<file path="src/core/phd_pkg.sv">
package phd_pkg;
    // Link geometry
    localparam int HEAD_BITS = 64;
    localparam int DATA_BITS = 8;
    localparam int CHAIN_LEN = 8;
    localparam int SYNC_W = 15;

    // Clock and timing
    localparam int CLK_PERIOD_NS = 100;
    localparam int SHIFT_HALF_NS = 400;
    localparam int LATCH_PULSE_NS = 400;
    localparam int OSC_PERIOD_NS = 1250;
    localparam int SHIFT_HALF_CYC =
        (SHIFT_HALF_NS + CLK_PERIOD_NS - 1) / CLK_PERIOD_NS;
    localparam int LATCH_PULSE_CYC =
        (LATCH_PULSE_NS + CLK_PERIOD_NS - 1) / CLK_PERIOD_NS;
    localparam int OSC_HALF_CYC = OSC_PERIOD_NS / 2 / CLK_PERIOD_NS;

    // Host register map
    localparam int ADDR_W = 8;
    localparam logic [7:0] REG_CTRL = 8'h00;
    localparam logic [7:0] REG_DATA = 8'h04;
    localparam logic [7:0] REG_CMD = 8'h08;
    localparam logic [7:0] REG_STATUS = 8'h0c;

    // Control fields
    localparam int CTRL_SEL_BIT = 0;
    localparam int CTRL_EN_N_BIT = 1;
    localparam int CTRL_RST_N_BIT = 2;
    localparam logic [2:0] CTRL_RESET = 3'h6;
    localparam int CMD_LATCH_BIT = 0;

    // Status fields
    localparam int ST_BUSY_BIT = 0;
    localparam int ST_EMPTY_BIT = 1;
    localparam int ST_SOUT_BIT = 2;
    localparam int ST_ONESHOT_BIT = 3;

    // Buffering
    localparam int FIFO_DEPTH = 8;

    // Bus answers
    localparam logic [1:0] RESP_OKAY = 2'h0;
    localparam logic [1:0] RESP_SLVERR = 2'h2;
endpackage

</file>
<file path="src/core/phd_link_if.sv">
`timescale 1ns/1ps
interface phd_link_if;
    logic shift_clk;
    logic [7:0] print_data_in;
    logic select_par;
    logic [1:0] latch_strobe_pair;
    logic reset_pin_n;
    logic enable_n;
    logic serial_out;
    logic [1:0] oneshot_timing_node;
    logic oneshot_out;
    logic [63:0] head_drive_outputs_o;
    logic [63:0] head_drive_outputs_oe;

    modport dev (
        input shift_clk,
        input print_data_in,
        input select_par,
        input latch_strobe_pair,
        input reset_pin_n,
        input enable_n,
        input oneshot_timing_node,
        output serial_out,
        output oneshot_out,
        output head_drive_outputs_o,
        output head_drive_outputs_oe
    );

    modport host (
        output shift_clk,
        output print_data_in,
        output select_par,
        output latch_strobe_pair,
        output reset_pin_n,
        output enable_n,
        input serial_out,
        input oneshot_out
    );
endinterface

</file>
<file path="src/core/phd_host.sv">
`timescale 1ns/1ps
// Byte buffer between bus writes and the shift engine
module phd_fifo #(
    parameter int W = 8,
    parameter int DEPTH = phd_pkg::FIFO_DEPTH
) (
    input wire logic clk,
    input wire logic reset_n,
    input wire logic in_valid,
    output logic in_ready,
    input wire logic [W-1:0] in_data,
    output logic out_valid,
    input wire logic out_ready,
    output logic [W-1:0] out_data
);
    localparam int PW = $clog2(DEPTH);
    logic [W-1:0] mem [DEPTH];
    logic [PW-1:0] wr_q;
    logic [PW-1:0] rd_q;
    logic [PW:0] cnt_q;
    logic push;
    logic pop;

    assign in_ready = (cnt_q != (PW+1)'(DEPTH));
    assign out_valid = (cnt_q != '0);
    assign out_data = mem[rd_q];
    assign push = in_valid && in_ready;
    assign pop = out_valid && out_ready;

    // Storage
    always_ff @(posedge clk) begin
        if (push) begin
            mem[wr_q] <= in_data;
        end
    end

    // Pointers and fill count
    always_ff @(posedge clk) begin
        if (!reset_n) begin
            wr_q <= '0;
            rd_q <= '0;
            cnt_q <= '0;
        end else begin
            if (push) begin
                wr_q <= wr_q + 1'b1;
            end
            if (pop) begin
                rd_q <= rd_q + 1'b1;
            end
            if (push && !pop) begin
                cnt_q <= cnt_q + 1'b1;
            end else if (pop && !push) begin
                cnt_q <= cnt_q - 1'b1;
            end
        end
    end
endmodule

// Host controller: AXI4-Lite registers to print-head link
module phd_host (
    input wire logic CLK,
    input wire logic RESET_N,
    phd_link_if.host LNK,
    input wire logic [7:0] S_AXI_AWADDR,
    input wire logic S_AXI_AWVALID,
    output logic S_AXI_AWREADY,
    input wire logic [31:0] S_AXI_WDATA,
    input wire logic [3:0] S_AXI_WSTRB,
    input wire logic S_AXI_WVALID,
    output logic S_AXI_WREADY,
    output logic [1:0] S_AXI_BRESP,
    output logic S_AXI_BVALID,
    input wire logic S_AXI_BREADY,
    input wire logic [7:0] S_AXI_ARADDR,
    input wire logic S_AXI_ARVALID,
    output logic S_AXI_ARREADY,
    output logic [31:0] S_AXI_RDATA,
    output logic [1:0] S_AXI_RRESP,
    output logic S_AXI_RVALID,
    input wire logic S_AXI_RREADY
);
    typedef enum logic [1:0] {E_IDLE, E_LO, E_HI, E_LATCH} phd_eng_t;

    logic awready_q, wready_q, bvalid_q, arready_q, rvalid_q;
    logic aw_got_q, w_got_q;
    logic [7:0] awaddr_q;
    logic [31:0] wdata_q;
    logic [1:0] bresp_q, rresp_q;
    logic [31:0] rdata_q;
    logic [2:0] ctrl_q;
    logic latch_pend_q;
    logic [1:0] in_s1_q, in_s2_q;
    phd_eng_t eng_q;
    logic [7:0] cnt_q;
    logic sck_q;
    logic [7:0] data_q;
    logic [1:0] strobe_q;
    logic is_data, wr_fire, fifo_in_ready, fifo_out_valid, latch_start;
    logic [7:0] fifo_out_data;
    logic busy;

    // Write executes once both address and data are held and, for DATA, the FIFO has room
    assign is_data = (awaddr_q == phd_pkg::REG_DATA);
    assign wr_fire = aw_got_q && w_got_q && !bvalid_q
                     && (!is_data || fifo_in_ready);
    assign latch_start = (eng_q == E_IDLE) && !fifo_out_valid
                         && latch_pend_q;
    assign busy = (eng_q != E_IDLE) || fifo_out_valid || latch_pend_q;

    phd_fifo #(.W(8), .DEPTH(phd_pkg::FIFO_DEPTH)) u_fifo (
        .clk(CLK),
        .reset_n(RESET_N),
        .in_valid(wr_fire && is_data),
        .in_ready(fifo_in_ready),
        .in_data(wdata_q[7:0]),
        .out_valid(fifo_out_valid),
        .out_ready(eng_q == E_IDLE),
        .out_data(fifo_out_data)
    );

    // Write address and data channels, then response
    always_ff @(posedge CLK) begin
        if (!RESET_N) begin
            awready_q <= 1'b1;
            wready_q <= 1'b1;
            aw_got_q <= 1'b0;
            w_got_q <= 1'b0;
            awaddr_q <= 8'h00;
            wdata_q <= 32'h0;
            bvalid_q <= 1'b0;
            bresp_q <= phd_pkg::RESP_OKAY;
        end else begin
            if (S_AXI_AWVALID && awready_q) begin
                awready_q <= 1'b0;
                aw_got_q <= 1'b1;
                awaddr_q <= {S_AXI_AWADDR[7:2], 2'h0};
            end
            if (S_AXI_WVALID && wready_q) begin
                wready_q <= 1'b0;
                w_got_q <= 1'b1;
                wdata_q <= S_AXI_WDATA;
            end
            if (wr_fire) begin
                bvalid_q <= 1'b1;
                bresp_q <= (awaddr_q == phd_pkg::REG_STATUS
                            || awaddr_q > phd_pkg::REG_STATUS)
                           ? phd_pkg::RESP_SLVERR : phd_pkg::RESP_OKAY;
            end
            if (bvalid_q && S_AXI_BREADY) begin
                bvalid_q <= 1'b0;
                aw_got_q <= 1'b0;
                w_got_q <= 1'b0;
                awready_q <= 1'b1;
                wready_q <= 1'b1;
            end
        end
    end

    // Control register steering the link pins
    always_ff @(posedge CLK) begin
        if (!RESET_N) begin
            ctrl_q <= phd_pkg::CTRL_RESET;
        end else if (wr_fire && awaddr_q == phd_pkg::REG_CTRL) begin
            ctrl_q <= wdata_q[2:0];
        end
    end

    // Latch request; a new request wins over its clear
    always_ff @(posedge CLK) begin
        if (!RESET_N) begin
            latch_pend_q <= 1'b0;
        end else if (wr_fire && awaddr_q == phd_pkg::REG_CMD
                     && wdata_q[phd_pkg::CMD_LATCH_BIT]) begin
            latch_pend_q <= 1'b1;
        end else if (latch_start) begin
            latch_pend_q <= 1'b0;
        end
    end

    // Synchronise readback pins
    always_ff @(posedge CLK) begin
        if (!RESET_N) begin
            in_s1_q <= 2'h0;
            in_s2_q <= 2'h0;
        end else begin
            in_s1_q <= {LNK.oneshot_out, LNK.serial_out};
            in_s2_q <= in_s1_q;
        end
    end

    // Read channel, answered one cycle after the address
    always_ff @(posedge CLK) begin
        if (!RESET_N) begin
            arready_q <= 1'b1;
            rvalid_q <= 1'b0;
            rdata_q <= 32'h0;
            rresp_q <= phd_pkg::RESP_OKAY;
        end else if (S_AXI_ARVALID && arready_q) begin
            arready_q <= 1'b0;
            rvalid_q <= 1'b1;
            rresp_q <= phd_pkg::RESP_OKAY;
            rdata_q <= 32'h0;
            case ({S_AXI_ARADDR[7:2], 2'h0})
                phd_pkg::REG_CTRL: rdata_q <= {29'h0, ctrl_q};
                phd_pkg::REG_DATA: rdata_q <= 32'h0;
                phd_pkg::REG_CMD: rdata_q <= {31'h0, latch_pend_q};
                phd_pkg::REG_STATUS: begin
                    rdata_q[phd_pkg::ST_BUSY_BIT] <= busy;
                    rdata_q[phd_pkg::ST_EMPTY_BIT] <= !fifo_out_valid;
                    rdata_q[phd_pkg::ST_SOUT_BIT] <= in_s2_q[0];
                    rdata_q[phd_pkg::ST_ONESHOT_BIT] <= in_s2_q[1];
                end
                default: rresp_q <= phd_pkg::RESP_SLVERR;
            endcase
        end else if (rvalid_q && S_AXI_RREADY) begin
            rvalid_q <= 1'b0;
            arready_q <= 1'b1;
        end
    end

    // Shift and latch engine
    always_ff @(posedge CLK) begin
        if (!RESET_N) begin
            eng_q <= E_IDLE;
            cnt_q <= 8'h00;
            sck_q <= 1'b0;
            data_q <= 8'h00;
            strobe_q <= 2'h0;
        end else begin
            case (eng_q)
                E_IDLE: begin
                    if (fifo_out_valid) begin
                        data_q <= fifo_out_data;
                        cnt_q <= 8'(phd_pkg::SHIFT_HALF_CYC - 1);
                        eng_q <= E_LO;
                    end else if (latch_pend_q) begin
                        strobe_q <= 2'h3;
                        cnt_q <= 8'(phd_pkg::LATCH_PULSE_CYC - 1);
                        eng_q <= E_LATCH;
                    end
                end
                E_LO: begin
                    if (cnt_q == 8'h00) begin
                        sck_q <= 1'b1;
                        cnt_q <= 8'(phd_pkg::SHIFT_HALF_CYC - 1);
                        eng_q <= E_HI;
                    end else begin
                        cnt_q <= cnt_q - 8'h01;
                    end
                end
                E_HI: begin
                    if (cnt_q == 8'h00) begin
                        sck_q <= 1'b0;
                        eng_q <= E_IDLE;
                    end else begin
                        cnt_q <= cnt_q - 8'h01;
                    end
                end
                E_LATCH: begin
                    if (cnt_q == 8'h00) begin
                        strobe_q <= 2'h0;
                        eng_q <= E_IDLE;
                    end else begin
                        cnt_q <= cnt_q - 8'h01;
                    end
                end
                default: begin
                    eng_q <= E_IDLE;
                end
            endcase
        end
    end

    // Link pins straight from flops
    assign LNK.shift_clk = sck_q;
    assign LNK.print_data_in = data_q;
    assign LNK.latch_strobe_pair = strobe_q;
    assign LNK.select_par = ctrl_q[phd_pkg::CTRL_SEL_BIT];
    assign LNK.enable_n = ctrl_q[phd_pkg::CTRL_EN_N_BIT];
    assign LNK.reset_pin_n = ctrl_q[phd_pkg::CTRL_RST_N_BIT];
    assign S_AXI_AWREADY = awready_q;
    assign S_AXI_WREADY = wready_q;
    assign S_AXI_BVALID = bvalid_q;
    assign S_AXI_BRESP = bresp_q;
    assign S_AXI_ARREADY = arready_q;
    assign S_AXI_RVALID = rvalid_q;
    assign S_AXI_RDATA = rdata_q;
    assign S_AXI_RRESP = rresp_q;
endmodule

</file>
<file path="src/flat_wrapper.sv">
// flat-port wrapper written by rule: the top's interface ports become plain ports
module phd_host_flat 
  (CLK, RESET_N, S_AXI_AWADDR, S_AXI_AWVALID, S_AXI_AWREADY, S_AXI_WDATA, S_AXI_WSTRB, S_AXI_WVALID, S_AXI_WREADY, S_AXI_BRESP, S_AXI_BVALID, S_AXI_BREADY, S_AXI_ARADDR, S_AXI_ARVALID, S_AXI_ARREADY, S_AXI_RDATA, S_AXI_RRESP, S_AXI_RVALID, S_AXI_RREADY, LNK_shift_clk, LNK_print_data_in, LNK_select_par, LNK_latch_strobe_pair, LNK_reset_pin_n, LNK_enable_n, LNK_serial_out, LNK_oneshot_out);
  phd_link_if LNK_i ();
  input wire logic CLK;
  input wire logic RESET_N;
  input wire logic [7:0] S_AXI_AWADDR;
  input wire logic S_AXI_AWVALID;
  output logic S_AXI_AWREADY;
  input wire logic [31:0] S_AXI_WDATA;
  input wire logic [3:0] S_AXI_WSTRB;
  input wire logic S_AXI_WVALID;
  output logic S_AXI_WREADY;
  output logic [1:0] S_AXI_BRESP;
  output logic S_AXI_BVALID;
  input wire logic S_AXI_BREADY;
  input wire logic [7:0] S_AXI_ARADDR;
  input wire logic S_AXI_ARVALID;
  output logic S_AXI_ARREADY;
  output logic [31:0] S_AXI_RDATA;
  output logic [1:0] S_AXI_RRESP;
  output logic S_AXI_RVALID;
  input wire logic S_AXI_RREADY;
  output wire logic [$bits(LNK_i.shift_clk)-1:0] LNK_shift_clk;
  output wire logic [$bits(LNK_i.print_data_in)-1:0] LNK_print_data_in;
  output wire logic [$bits(LNK_i.select_par)-1:0] LNK_select_par;
  output wire logic [$bits(LNK_i.latch_strobe_pair)-1:0] LNK_latch_strobe_pair;
  output wire logic [$bits(LNK_i.reset_pin_n)-1:0] LNK_reset_pin_n;
  output wire logic [$bits(LNK_i.enable_n)-1:0] LNK_enable_n;
  input wire logic [$bits(LNK_i.serial_out)-1:0] LNK_serial_out;
  input wire logic [$bits(LNK_i.oneshot_out)-1:0] LNK_oneshot_out;
  assign LNK_shift_clk = LNK_i.shift_clk;
  assign LNK_print_data_in = LNK_i.print_data_in;
  assign LNK_select_par = LNK_i.select_par;
  assign LNK_latch_strobe_pair = LNK_i.latch_strobe_pair;
  assign LNK_reset_pin_n = LNK_i.reset_pin_n;
  assign LNK_enable_n = LNK_i.enable_n;
  assign LNK_i.serial_out = LNK_serial_out;
  assign LNK_i.oneshot_out = LNK_oneshot_out;
  phd_host u_core (.CLK(CLK), .RESET_N(RESET_N), .LNK(LNK_i), .S_AXI_AWADDR(S_AXI_AWADDR), .S_AXI_AWVALID(S_AXI_AWVALID), .S_AXI_AWREADY(S_AXI_AWREADY), .S_AXI_WDATA(S_AXI_WDATA), .S_AXI_WSTRB(S_AXI_WSTRB), .S_AXI_WVALID(S_AXI_WVALID), .S_AXI_WREADY(S_AXI_WREADY), .S_AXI_BRESP(S_AXI_BRESP), .S_AXI_BVALID(S_AXI_BVALID), .S_AXI_BREADY(S_AXI_BREADY), .S_AXI_ARADDR(S_AXI_ARADDR), .S_AXI_ARVALID(S_AXI_ARVALID), .S_AXI_ARREADY(S_AXI_ARREADY), .S_AXI_RDATA(S_AXI_RDATA), .S_AXI_RRESP(S_AXI_RRESP), .S_AXI_RVALID(S_AXI_RVALID), .S_AXI_RREADY(S_AXI_RREADY));
endmodule
</file>
<file path="config.mk">
export PLATFORM = sky130hd
export DESIGN_NAME = phd_host_flat
export DESIGN_NICKNAME = d
export VERILOG_FILES = /design/src/core/phd_pkg.sv /design/src/core/phd_link_if.sv /design/src/core/phd_host.sv /design/src/flat_wrapper.sv
export SDC_FILE = /design/constraint.sdc
export NUM_CORES = 1
export LEC_CHECK = 0
export BUFFER_PORTS_ARGS = -buffer_cell sky130_fd_sc_hd__buf_4
export CAP_MARGIN = 20
export CORE_MARGIN = 1.5
export CORE_UTILIZATION = 57
export DETAILED_ROUTE_END_ITERATION = 16
export PLACE_DENSITY = 0.92
export SETUP_SLACK_MARGIN = 0.3
export SKIP_LAST_GASP = 1
export SLEW_MARGIN = 30
export SYNTH_ARGS = -nofsm -noshare
export SYNTH_HDL_FRONTEND = slang
export SYNTH_SLANG_ARGS = --single-unit
</file>
<file path="constraint.sdc">
create_clock -name CLK -period 4.5 [get_ports CLK]
set_input_delay 0.675 -clock CLK [delete_from_list [all_inputs] [get_ports CLK]]
set_output_delay 0.675 -clock CLK [all_outputs]
set_load 0.02 [all_outputs]
</file>
After elaboration in Yosys (flattened, before gate mapping)
Memory sizes are Yosys's and may differ from the RTL's. A register that Yosys moved wholly into a read port is not among the register bits.
Cells that the tools add are included.
{ "word_totals": {"register_bits": 60, "mem_bits_rw": 64, "inputBits": 61, "output_inout_bits": 55, "word_cells": 124, "memories": 1} }
{ "classes": {"addsub": 5, "magnitude_cmp": 1, "eq_ne": 18, "muxes": 28, "bitwise_logic": 1, "n_reduce_logical": 47} }
{ "mem_list": {"columns": ["name", "words", "word_bits", "read_ports", "rd_ports_with_merged_regs", "write_ports", "line", "rtl"], "rows": [
  ["u_core.u_fifo.mem", 8, 8, 1, 1, 1, "phd_host.sv:17", "logic [W-1:0] mem [DEPTH];"]
]} }
{ "op_table": {"columns": ["op", "n"], "rows": [
  ["$mux W8", 4],
  ["$eq A6 B2 Y1 const B", 4],
  ["$pmux W8 S3", 1],
  ["$logic_and A1 B1 Y1", 18],
  ["$logic_not A8 Y1", 2],
  ["$mux W2", 7],
  ["$eq A6 B1 Y1 const B", 2],
  ["$pmux W4 S3", 1],
  ["$reduce_bool A2 Y1", 6],
  ["$mux W1", 10],
  ["$ne A2 B1 Y1 const B", 5],
  ["$gt A8 B4 Y1 const B", 1],
  ["$mux W4", 2],
  ["$sub A8 B1 Y8 const B", 1],
  ["$add A3 B1 Y3 const B", 2],
  ["$logic_not A1 Y1", 6],
  ["$logic_not A6 Y1", 1],
  ["$pmux W2 S3", 1],
  ["$reduce_and A3 Y1", 2],
  ["$add A4 B1 Y4 const B", 1],
  ["$eq A2 B2 Y1 const B", 2],
  ["$logic_or A1 B1 Y1", 4],
  ["$ne A2 B2 Y1 const B", 2],
  ["$ne A4 B4 Y1 const B", 1],
  ["12 further kinds", 14]
]} }

Logic depth before layout (Yosys ltp)
Gate-level depths: netlist of run 1.
{ "depth": {"ltp_word": 10, "ltp_mapped": 12} }

Modules after synthesis
Synthesis of run 1 repeated with hierarchy kept, for this count alone.
{ "hier_totals": {"cells_unflattened": 455, "area_unflattened_um2": 5612.9} }
{ "by_module_without_submodules": {"columns": ["mod", "n_inst", "cells_each", "area_each_um2"], "rows": [
  ["phd_fifo", 1, 166, 3159.3],
  ["phd_host", 1, 289, 2453.6]
]} }

Worst setup path after synthesis of run 1
No wires, ideal clock.
{ "synth_path": {"path_type": "reg2reg", "startpoint": "register u_core.awaddr_q[4]", "endpoint": "register u_core.u_fifo.cnt_q[3]", "setup_time_ns": 0.072, "t_arrival_ns": 2.729, "path_slack_ns": 1.700, "stages_incl_launch_ff": 11, "n_path_buf": 0, "cell_sequence": "dfxtp_1 > or4_4 > or4_4 > inv_2 > ha_1 > inv_1 > ha_1 > a21o_1 > a21oi_1 > mux2i_1 > mux2i_1"} }
{ "synth_via": {"elab_chain_len": 9} }
{ "synth_lines": {"columns": ["element", "line", "rtl"], "rows": [
  ["start, declared", "phd_host.sv:86", "logic [7:0] awaddr_q;"],
  ["start signal, assigned", "phd_host.sv:136", "awaddr_q <= {S_AXI_AWADDR[7:2], 2'h0};"],
  ["$eq A6 B1 Y1 *", "phd_host.sv:103", "assign is_data = (awaddr_q == phd_pkg::REG_DATA);"],
  ["$logic_not A1 Y1", "phd_host.sv:105", "&& (!is_data || fifo_in_ready);"],
  ["$logic_or A1 B1 Y1", "phd_host.sv:105", null],
  ["$logic_and A1 B1 Y1", "phd_host.sv:105", null],
  ["$logic_and A1 B1 Y1 *", "phd_host.sv:113", ".in_valid(wr_fire && is_data),"],
  ["$logic_and A1 B1 Y1 *", "phd_host.sv:27", "assign push = in_valid && in_ready;"],
  ["named net u_core.u_fifo.push", "phd_host.sv:21", "logic push;"],
  ["$logic_not A1 Y1", "phd_host.sv:52", "end else if (pop && !push) begin"],
  ["$logic_and A1 B1 Y1", "phd_host.sv:52", null],
  ["$reduce_bool A2 Y1 (no line)", null, null],
  ["end signal, assigned", "phd_host.sv:51", "cnt_q <= cnt_q + 1'b1;"],
  ["end signal, assigned", "phd_host.sv:53", "cnt_q <= cnt_q - 1'b1;"],
  ["end, declared", "phd_host.sv:20", "logic [PW:0] cnt_q;"]
]} }
Mark *: on every way through the listed nets, which the timed path passes. The rest lies on a longest branch.
A chain may end at the register's enable or synchronous reset.

Worst setup path after layout of run 1
Ends and elaborated chain as after synthesis.

==> key figures, run 1 <==
Clock tree
  • Setup Buffers After CTS: 0
  • CTS Root Cell: clkbuf_8
  • Clock transition at path regs: 70 ps
  • Num Clock Sinks: ~130
  • CTS tree: built
  • Cts repair resizes: 0
  • CTS Buffer Depth: 2
  • CTS Buf Count: 17
  • CTS HTree Levels: 4
  • Worst skew pair latency: about 520 ps
  • CTS hold repair buffers: 0

Global route
  • Vias in the first global route: ~3,800
  • Total grt overflow: 0
  • Global-route wire length before repair: between 15,000 and 20,000 microns
  • GRT Total Usage: 0.2513
  • Largest net degree at the start of global routing: 37
  • Initial antenna violation count: 0

Floorplan
  • FP Rows: 35
  • Die W: between 100 and 150 microns
  • Ports: 116
  • Starting Density: 0.5915
  • DIE AREA: 10,230 sq um
  • CORE AREA: 9284 sq um
  • Die Height: 101.2 microns

Layout
  • Antenna cells: 0
  • Syn-to-layout area delta: 16.79%
  • Most frequent cells in the layout: dfxtp_1, edfxtp_1, buf_4, a21oi_1
  • Fill cells: 592
  • Fraction of layout cells with a size suffix above 1: 0.2146
  • Layout Nets: slightly below 600

Logic synthesis
  • Synthesized area: approximately 5500 sq um
  • Area share of the largest cell type after synthesis: 0.3500
  • Synth Area per Inst: 11.99 sq um
  • Cell variety after synth: 49
  • Synth Instances: between 400 and 500
  • Yosys reg bits: roughly 130
  • Synth area leader: edfxtp_1
  • Prevailing post-synth register cell: dfxtp_1
  • Count of warnings emitted by yosys: 0
  • Synth top area cells: edfxtp_1, dfxtp_1, mux4_2
  • Register area share after synthesis: 0.5869
  • Post-synth EDFFs: between 60 and 70
  • Async set or reset register ratio after synthesis: 0

Route
  • Detailed Route Iter0 Violations: 281
  • Detailed Routing Iterations Pass 1: 7
  • Remaining antenna violation count after routing: 0
  • Wire length per cell: around 18 microns
  • Via count: 3,774
  • Detailed Route WL: 11,960 microns
  • Vias per cell: 5.797
  • # DRC: 0

STA
  • Final period util: 0.6764
  • Setup TNS: 0 ps
  • # setup viols final: 0
  • Skew final: approximately 11 ps
  • Setup slack after layout: between 1000 and 1500 ps
  • F_max: approximately 330 MHz
  • Final hold vios: 0
  • Tmin final: 3044 ps
  • Worst Tran Pin Value: approximately 860 ps
  • RSZ-0062 raised after global routing: false
  • Worst rel slew slack: 0.4247
  • Max Slew Vio Count: 0

Critical path
  • Crit path capture type: flop
  • Worst EP required: 4950 ps
  • Slowest stage delay, CP: about 580 ps
  • R2R cell count: 10
  • Worst Setup Path Type: reg2reg
  • Crit path max fanout: 5
  • FF-to-FF Start: u_core.awaddr_q[4]
  • Crit path DAT: 3500 ps
  • Reg2reg setup slack: 1460 ps
  • Slowest library cell on the worst path: or4_4
  • Worst-path cell chain: or4_4 -> or4_4 -> inv_2 -> ha_1 -> inv_1 -> ha_1 -> a21o_1 -> a21oi_1 -> mux2i_1 -> mux2i_1
  • Crit. Startpoint: u_core.awaddr_q[4]
  • Critical Path Start Type: flop
  • Reg-to-Reg End: u_core.u_fifo.cnt_q[3]

Placement
  • PortBufs: 53
  • HPWL after DPL: 7667 microns
  • Pre-CTS setup slack: approximately 1500 ps
  • Global placement routability congestion: approximately 0.8

Pwr
  • Logic pwr share: 0.273
  • Pleak: 2.422 nW
  • NetSw: around 1.3 mW
  • Switching Fraction: 0.3436
  • Pwr/cell area: about 590 nW/um^2
  • Internal power: 2.495 mW
  • Sequential Power Share: 0.398
  • Clock Power Share: 0.328
  • Max rail drop VDD: 0.4212 mV

Run
  • Max-cap violations: 0

Outcome
  • Status: complete, no violations

Min path
  • Hold WC Path Type: in2reg
  • WHS Path Cells: 2
  • Hold EP: u_core.in_s1_q[0]
  • Hold Crit Start: LNK_serial_out
[worst max-delay path, delay by kind of cell (launching register included)]
| family | cells | cell delay, ps |
|---|---|---|
| flip-flops | 1 | 360 |
| adder cells (fa/ha/maj) | 2 | 470 |
| buffers and inverters | 2 | 230 |
| AND/OR/NAND/NOR | 2 | 1150 |
| AO/OA/AOI/OAI | 2 | 330 |
| multiplexers | 2 | 430 |
[power groups by stage]
| stage | Clock (mW) | Sequential, mW | Combinational (mW) |
|---|---|---|---|
| floorplan | 0 | 1.50 | 0.809 |
| global placement | 0 | 1.52 | 0.966 |
| detailed placement | 0 | 1.54 | 1.02 |
| CTS | 1.25 | 1.51 | 1.04 |
| global route | 1.30 | 1.54 | 1.14 |
| finish | 1.25 | 1.51 | 1.04 |
[kinds of logic after synthesis]
logic type	synth area share
other	0.0006829
DFF	0.5869
AOI/OAI and AO/OA	0.1007
and+or+nand+nor	0.1100
buffers and inverters	0.06835
xor gates and xnor gates	0.007976
adders and majority gates	0.02871
muxes	0.09661
[through the flow]
| step | cells | hold WS (ps) | total power [mW] | util | instance area [sq um] |
|---|---|---|---|---|---|
| floorplan | 487 | 411.9 | 2.308 | - | 5600 |
| global placement | 619 | 414.7 | 2.482 | 0.6311 | 5859 |
| detailed placement | 619 | 428.4 | 2.560 | 0.6330 | 5877 |
| CTS | 651 | 343.0 | 3.805 | 0.6908 | 6414 |
| global route | 651 | 338.6 | 3.980 | 0.6908 | 6414 |
| finish | 651 | 357.4 | 3.800 | 0.6908 | 6414 |
[how the worst max path moves through the flow]
| stage | endpoint |
|---|---|
| 4_1_cts | u_core.u_fifo.cnt_q[3] |
| 3_3_place_gp | u_core.u_fifo.mem[0][4] |
| 3_5_place_dp | u_core.u_fifo.cnt_q[3] |
| 5_1_grt | u_core.u_fifo.cnt_q[3] |
| 6_report | u_core.u_fifo.cnt_q[3] |
| 2_1_floorplan | u_core.u_fifo.cnt_q[3] |
[registers in the layout (all words and copies together) (netlist names), 2 cells and up]
register	count
u_core.wdata_q	8
u_core.in_s1_q	2
u_core.u_fifo.cnt_q	4
u_core.S_AXI_RDATA	4
u_core.awaddr_q	6
u_core.u_fifo.rd_q	3
u_core.eng_q	2
u_core.ctrl_q	3
u_core.LNK.print_data_in	8
u_core.in_s2_q	2
u_core.u_fifo.wr_q	3
u_core.u_fifo.mem	64
u_core.cnt_q	8
[cell type report]
| type | instances | area [sq um] | area share |
|---|---|---|---|
| inverters | 16 | 60.06 | 0.009364 |
| clock inverters | 15 | 122.6 | 0.01912 |
| well taps | 129 | 161.4 | 0.02517 |
| clock buffers | 17 | 414.1 | 0.06457 |
| multi-input cells | 290 | 2018 | 0.3147 |
| repair buffers | 55 | 412.9 | 0.06438 |
| flip-flops and latches | 129 | 3224 | 0.5027 |
[metal layers]
| metal | up-vias | wire length [microns] | global-route usage |
|---|---|---|---|
| met3 | 24 | 602 | 0.06142 |
| met5 | - | 0 | 0 |
| met2 | 168 | 6317 | 0.4326 |
| met4 | 0 | 295 | 0.1143 |
| met1 | 1864 | 4744 | 0.2999 |
| li1 | 1718 | - | - |
[synthesized netlist by cell type, types with 5 or more instances]
library cell   n
or4_1          7
ha_1          11
and2_1         7
a21oi_1       43
nand2_1       29
buf_4         31
mux2i_1       17
nor2_1        30
edfxtp_1      64
nand2b_1       8
nand3_1       15
o31ai_1        6
nor3_1         5
dfxtp_1       65
o21ai_0       19
mux4_2        16
or3_1          5
clkbuf_1      15
inv_1         14
(Power assumes the default switching activity.)
==> run 2, diff against run 1 <==
--- a/config.mk
+++ b/config.mk
@@ -5,12 +5,13 @@
 export SDC_FILE = /design/constraint.sdc
 export NUM_CORES = 1
 export LEC_CHECK = 0
+export ABC_AREA = 1
 export BUFFER_PORTS_ARGS = -buffer_cell sky130_fd_sc_hd__buf_4
 export CAP_MARGIN = 20
 export CORE_MARGIN = 1.5
-export CORE_UTILIZATION = 57
+export CORE_UTILIZATION = 50
 export DETAILED_ROUTE_END_ITERATION = 16
-export PLACE_DENSITY = 0.92
+export PLACE_DENSITY = 0.85
 export SETUP_SLACK_MARGIN = 0.3
 export SKIP_LAST_GASP = 1
 export SLEW_MARGIN = 30
==> constraint.sdc (replaced) <==
create_clock -name CLK -period 2.51 [get_ports CLK]
set_input_delay 0.3765 -clock CLK [delete_from_list [all_inputs] [get_ports CLK]]
set_output_delay 0.3765 -clock CLK [all_outputs]
set_load 0.02 [all_outputs]
==> run 2 against run 1 <==
Core utilization is 8.8 points lower. Critical path type unchanged. Area after synthesis rose by 5.7%. Flip-flop and latch count did not move.
==> key figures, run 2 <==
Global route
  • Initial antenna violation count: 0
  • Total grt overflow: 0
  • Largest net degree at the start of global routing: 42
  • Vias in the first global route: 4,137
  • GRT Total Usage: 0.2098
  • Global-route wire length before repair: 20,150 microns

Logic synthesis
  • Top-count cell post-synth: nor2_1
  • Count of warnings emitted by yosys: 0
  • Prevailing post-synth register cell: dfxtp_1
  • Synth top area cells: edfxtp_1, dfxtp_1, nor2_1
  • Synthesized area: 5806 sq um
  • Async set or reset register ratio after synthesis: 0
  • Most frequent cells after synthesis: nor2_1, nand2_1, dfxtp_1
  • Synth Instances: 644
  • Register area share after synthesis: 0.5552
  • Synth area leader: edfxtp_1
  • Synth Area per Inst: 9.015 sq um
  • Cell variety after synth: 39
  • Post-synth EDFFs: 64
  • Yosys reg bits: 129
  • Area share of the largest cell type after synthesis: 0.3310

Route
  • Met2 wire len: 6368 microns
  • Max layer used: met4
  • Detailed Route WL: 12,740 microns
  • Via count: ~4,500
  • Vias per cell: ~5
  • Detailed Route Iter0 Violations: roughly 380
  • Metal3 WL: around 790 microns
  • Remaining antenna violation count after routing: 0
  • # DRC: 0
  • Detailed Routing Iterations Pass 1: 5
  • Wire length per cell: ~15 microns
  • WL met1: 5399 microns

Pwr
  • Clock Power Share: 0.291
  • Internal power: 4.797 mW
  • Total power after layout: 7.820 mW
  • Logic pwr share: 0.363
  • Switching Fraction: 0.3866
  • NetSw: 3.023 mW
  • Pleak: 2.885 nW
  • Sequential Power Share: 0.346
  • Max rail drop VDD: 1.161 mV
  • Pwr/cell area: 1141 nW/um^2

Clock tree
  • CTS hold repair buffers: 0
  • Num Clock Sinks: 129
  • Clock transition at path regs: approximately 60 ps
  • CTS Root Cell: clkbuf_16
  • Worst skew pair latency: 420 ps
  • CTS tree: built
  • CTS Buffer Depth: 2
  • CTS HTree Levels: 4
  • CTS Buf Count: 17

Critical path
  • Crit path to: u_core.u_fifo.cnt_q[3]
  • Reg2reg setup slack: 290 ps
  • Worst Setup Path Type: reg2reg
  • Crit path capture type: flop
  • FF-to-FF Start: u_core.awaddr_q[4]
  • R2R cell count: 14
  • Crit path max fanout: 3
  • Reg-to-Reg End: u_core.u_fifo.cnt_q[3]
  • Crit path DAT: 2570 ps
  • Critical Path Start Type: flop
  • Crit. Startpoint: u_core.awaddr_q[4]
  • Worst EP required: 2860 ps

STA
  • F_max: 450.1 MHz
  • Setup slack after layout: between 200 and 300 ps
  • RSZ-0062 raised after global routing: false
  • Setup TNS: 0 ps
  • Final hold vios: 0
  • Worst Tran Pin Value: 710.8 ps
  • Final hold slack: around 140 ps
  • Skew final: approximately 11 ps
  • Max Slew Vio Count: 0
  • Final period util: 0.8851
  • Tmin final: 2222 ps
  • Worst rel slew slack: 0.5244
  • # setup viols final: 0

Layout
  • Antenna cells: 0
  • Fin util: 0.6029
  • Most frequent cells in the layout: nor2_1, nand2_1, buf_4, edfxtp_1, dfxtp_1
  • Largest reg by FF count: u_core.u_fifo.mem
  • Most common cell after layout, fill and taps aside: nor2_1
  • Fraction of layout cells with a size suffix above 1: 0.1989
  • Post-route cell area: approximately 6900 sq um
  • Syn-to-layout area delta: 18.08%
  • Fill cells: 901
  • Layout Cells excl Fill: 867
  • Max FFs per register: 64
  • Layout Nets: 784

Placement
  • Pre-CTS setup slack: 315.2 ps
  • PortBufs: between 50 and 60
  • Post-DP Area: 6223 sq um
  • HPWL after DPL: 7973 microns
  • Placed Instances: a little over 800
  • Global placement routability congestion: about 0.80

Floorplan
  • FP Rows: 39
  • Starting Density: 0.5106
  • Ports: ~120
  • Die Height: 110.8 microns
  • DIE AREA: about 12,000 sq um
  • Die W: between 100 and 150 microns
  • CORE AREA: 11,370 sq um

Min path
  • Hold WC Path Type: in2reg
  • Hold Crit Start: LNK_serial_out

Run
  • Max-cap violations: 0

Outcome
  • Status: complete, no violations
[run 2: worst min-delay path by stage]
stage / end / cells after the start / slack (ps)
2_1_floorplan: u_core.in_s2_q[0] / 2 / 390
3_3_place_gp: u_core.in_s2_q[0] / 2 / 390
3_5_place_dp: u_core.in_s2_q[0] / 2 / 400
4_1_cts: u_core.in_s1_q[0] / 3 / 130
5_1_grt: u_core.in_s1_q[0] / 3 / 130
6_report: u_core.in_s1_q[0] / 3 / 140
[run 2: power by group through the flow]
stage | sequential (mW) | clock [mW] | combinational [mW]
floorplan | 2.77 | 0 | 2.03
global placement | 2.71 | 0 | 2.60
detailed placement | 2.73 | 0 | 2.69
CTS | 2.70 | 2.28 | 2.76
global route | 2.74 | 2.38 | 3.19
finish | 2.71 | 2.27 | 2.84
[run 2: metal layers]
layer  global-route usage  up-vias
met3              0.05249       22
met2               0.3465      163
li1                     -     2210
met5                    0        -
met4              0.08291        0
met1               0.2656     2066
[run 2: what timing repair did]
item	in CTS	in global routing
pin swaps	4	7
buffers inserted	2	4
endpoints found under the setup margin	1	1
resized for setup	6	5
[run 2: logic make-up (layout without fill, tap and decap cells)]
| kind of cell | count (synthesis) | in the layout | share of synthesized area |
|---|---|---|---|
| AND/OR/NAND/NOR | 288 | 288 | 0.2226 |
| XOR/XNOR | 3 | 3 | 0.004527 |
| adder cells (fa/ha/maj) | 12 | 12 | 0.02715 |
| flip-flops | 129 | 129 | 0.5552 |
| AO/OA/AOI/OAI | 104 | 104 | 0.09353 |
| other | 1 | 30 | 0.0006459 |
| buffers and inverters | 107 | 158 | 0.09634 |
[run 2: final cells by class]
| type | count | area (sq um) | share of cell area |
|---|---|---|---|
| clock buffers | 18 | 429.2 | 0.06260 |
| clock inverters | 14 | 115.1 | 0.01679 |
| inverters | 57 | 216.5 | 0.03158 |
| multi-input cells | 437 | 2172 | 0.3168 |
| flip-flops and latches | 129 | 3226 | 0.4705 |
| well taps | 143 | 178.9 | 0.02610 |
| repair buffers | 69 | 518.0 | 0.07556 |
[run 2: critical path: stages, from the launching register on]
cell	delay [ps]
dfxtp_1	320
nor2_1	160
nand2_2	100
nor2_4	140
inv_2	80
nor2_8	130
ha_4	160
inv_2	60
ha_1	270
nand2_1	90
nor2_2	40
nor2_1	150
xnor2_1	150
nand2_1	130
a21oi_2	170
==> run 3, diff against run 2 <==
--- a/config.mk
+++ b/config.mk
@@ -5,11 +5,10 @@
 export SDC_FILE = /design/constraint.sdc
 export NUM_CORES = 1
 export LEC_CHECK = 0
-export ABC_AREA = 1
 export BUFFER_PORTS_ARGS = -buffer_cell sky130_fd_sc_hd__buf_4
 export CAP_MARGIN = 20
 export CORE_MARGIN = 1.5
-export CORE_UTILIZATION = 50
+export CORE_UTILIZATION = 49
 export DETAILED_ROUTE_END_ITERATION = 16
 export PLACE_DENSITY = 0.85
 export SETUP_SLACK_MARGIN = 0.3
==> run 3 against run 2 <==
The run now ends with negative setup slack left. First-iteration DRC count decreased by 39%. Die area decreased by 3.4%. Worst setup slack got worse by 380 ps. Final area increased by 0.31%. Core utilization up 2.9 points. Sequential share of layout area fell by 0.16 points. Register-to-register slack worse by 380 ps. Clock power grew 4%. Critical path type unchanged. Largest power group is now registers.
==> key figures, run 3 (same netlist as run 1, synthesis figures left out) <==
Pwr
  • Internal power: ~4.8 mW
  • Pwr/cell area: around 1000 nW/um^2
  • Clock Power Share: 0.329
  • Switching Fraction: 0.3273
  • NetSw: 2.347 mW
  • Pleak: roughly 2.6 nW
  • Logic pwr share: 0.308
  • Max rail drop VDD: ~0.46 mV
  • Sequential Power Share: 0.363

STA
  • Final hold slack: 61.66 ps
  • F_max: 384.0 MHz
  • Max Slew Vio Count: 0
  • Worst rel slew slack: 0.5944
  • Final hold vios: 0
  • Setup slack after layout: -94.40 ps
  • Final period util: 1.038
  • Skew final: 7.206 ps
  • Setup TNS: -94.40 ps
  • # setup viols final: 1
  • Tmin final: 2604 ps
  • Worst Tran Pin Value: 607.6 ps
  • RSZ-0062 raised after global routing: true

Global route
  • Initial antenna violation count: 0
  • Vias in the first global route: 3,760
  • Largest net degree at the start of global routing: 28
  • Global-route wire length before repair: 18,960 microns
  • Total grt overflow: 0
  • GRT Total Usage: 0.2139

Route
  • Vias per cell: roughly 5.5
  • Detailed Routing Iterations Pass 1: 4
  • Via count: 3,811
  • # DRC: 0
  • Remaining antenna violation count after routing: 0
  • Wire length per cell: ~17 microns
  • Detailed Route WL: roughly 12,000 microns
  • Detailed Route Iter0 Violations: 232

Critical path
  • Crit path max fanout: 3
  • Crit path DAT: 3050 ps
  • Critical Path Start Type: flop
  • Worst-path cell chain: or4_4 -> or4_4 -> inv_4 -> ha_4 -> inv_4 -> ha_4 -> a21o_1 -> a21oi_2 -> mux2i_1 -> mux2i_1
  • Worst EP required: 2950 ps
  • Slowest stage delay, CP: 520 ps
  • Slowest library cell on the worst path: or4_4
  • Worst Setup Path Type: reg2reg
  • Crit path capture type: flop

Run
  • Max-cap violations: 0

Floorplan
  • Starting Density: 0.5044
  • Die W: ~110 microns
  • FP Rows: 38
  • Die Height: 108.9 microns
  • DIE AREA: 11,850 sq um
  • Ports: 116
  • CORE AREA: 10,890 sq um

Layout
  • Fin util: 0.6316
  • Largest reg by FF count: u_core.u_fifo.mem
  • Antenna cells: 0
  • Layout Cells excl Fill: 691
  • Max FFs per register: 64
  • Syn-to-layout area delta: 25.22%
  • Most frequent cells in the layout: buf_4, dfxtp_1, edfxtp_1, a21oi_1, conb_1
  • Fraction of layout cells with a size suffix above 1: 0.2813
  • Layout Nets: 611
  • Most common cell after layout, fill and taps aside: buf_4

Min path
  • Hold WC Path Type: in2reg

Clock tree
  • CTS Root Cell: clkbuf_8
  • CTS hold repair buffers: 0
  • CTS tree: built
  • CTS Buffer Depth: 2
  • Clock transition at path regs: roughly 60 ps
  • Num Clock Sinks: 129
  • CTS HTree Levels: 4
  • Worst skew pair latency: 520 ps
  • CTS Buf Count: 17

Placement
  • PortBufs: 53
  • Placed Instances: 650
  • Global placement routability congestion: between 0.8 and 0.9
  • HPWL after DPL: 7706 microns
  • Pre-CTS setup slack: -190.9 ps

Outcome
  • Failing checks: negative setup slack
  • Status: finished with violations
## run 3: cell count changes in the layout (fill, tap and decap cells not counted), sizes merged, moves of 5 or more
cell	previous run	this run
nor2	139	30
nand2	88	29
o21ai	68	19
inv	58	18
nand3	50	15
mux2i	0	17
mux4	0	16
buf	69	84
a21oi	33	43
or4	0	9
nand2b	0	8
and2	0	7
o31ai	0	6
or3	0	5
## run 3: what timing repair did
item	in CTS	in global routing
buffers inserted	9	0
pin swaps	4	2
resized for setup	11	3
endpoints found under the setup margin	71	72
## run 3: power by group through the flow
stage,clock network (mW),registers [mW],logic [mW]
floorplan,0,2.69,1.47
global placement,0,2.61,2.03
finish,2.36,2.61,2.21
global route,2.47,2.64,2.42
CTS,2.38,2.60,2.17
detailed placement,0,2.64,2.13
## run 3: metal layers
| layer | up-vias | wire length [microns] | track usage |
|---|---|---|---|
| li1 | 1791 | - | - |
| met1 | 1885 | 4815 | 0.2527 |
| met2 | 119 | 6340 | 0.3808 |
| met3 | 16 | 588 | 0.03586 |
| met4 | 0 | 210 | 0.09492 |
| met5 | - | 0 | 0 |
## run 3: path summary, 6_finish.rpt
check / slack [ps] / endpoint / cells after the start / start
max reg2reg: -90 / u_core.u_fifo.cnt_q[3] / 10 / u_core.awaddr_q[7]
min reg2reg: 440 / u_core.in_s2_q[0] / 1 / u_core.in_s1_q[0]
min: 60 / u_core.in_s1_q[0] / 2 / LNK_serial_out
max: -90 / u_core.u_fifo.cnt_q[3] / 10 / u_core.awaddr_q[7]
## run 3: area by class of cell
class                           count  area (sq um)
Fill cell                         772          4011
Sequential cell                   129          3224
Clock inverter                     14         158.9
Multi-Input combinational cell    290          2136
Inverter                           16         65.06
Tap cell                          140         175.2
Clock buffer                       18         417.9
Timing Repair Buffer               84         699.4
## run 3: critical path, delay by kind of cell (launching register included)
family	cells	cell delay (ps)
AO/OA/AOI/OAI	2	300
AND/OR/NAND/NOR	2	980
adder cells (fa/ha/maj)	2	340
flip-flops	1	320
multiplexers	2	470
buffers and inverters	2	120
## run 3: through the flow
stage	power, mW	instance area (sq um)
after global placement	4.639	6151
after floorplan	4.165	5703
final	7.170	6877
after detailed placement	4.768	6151
after CTS	7.151	6868
after global routing	7.522	6877
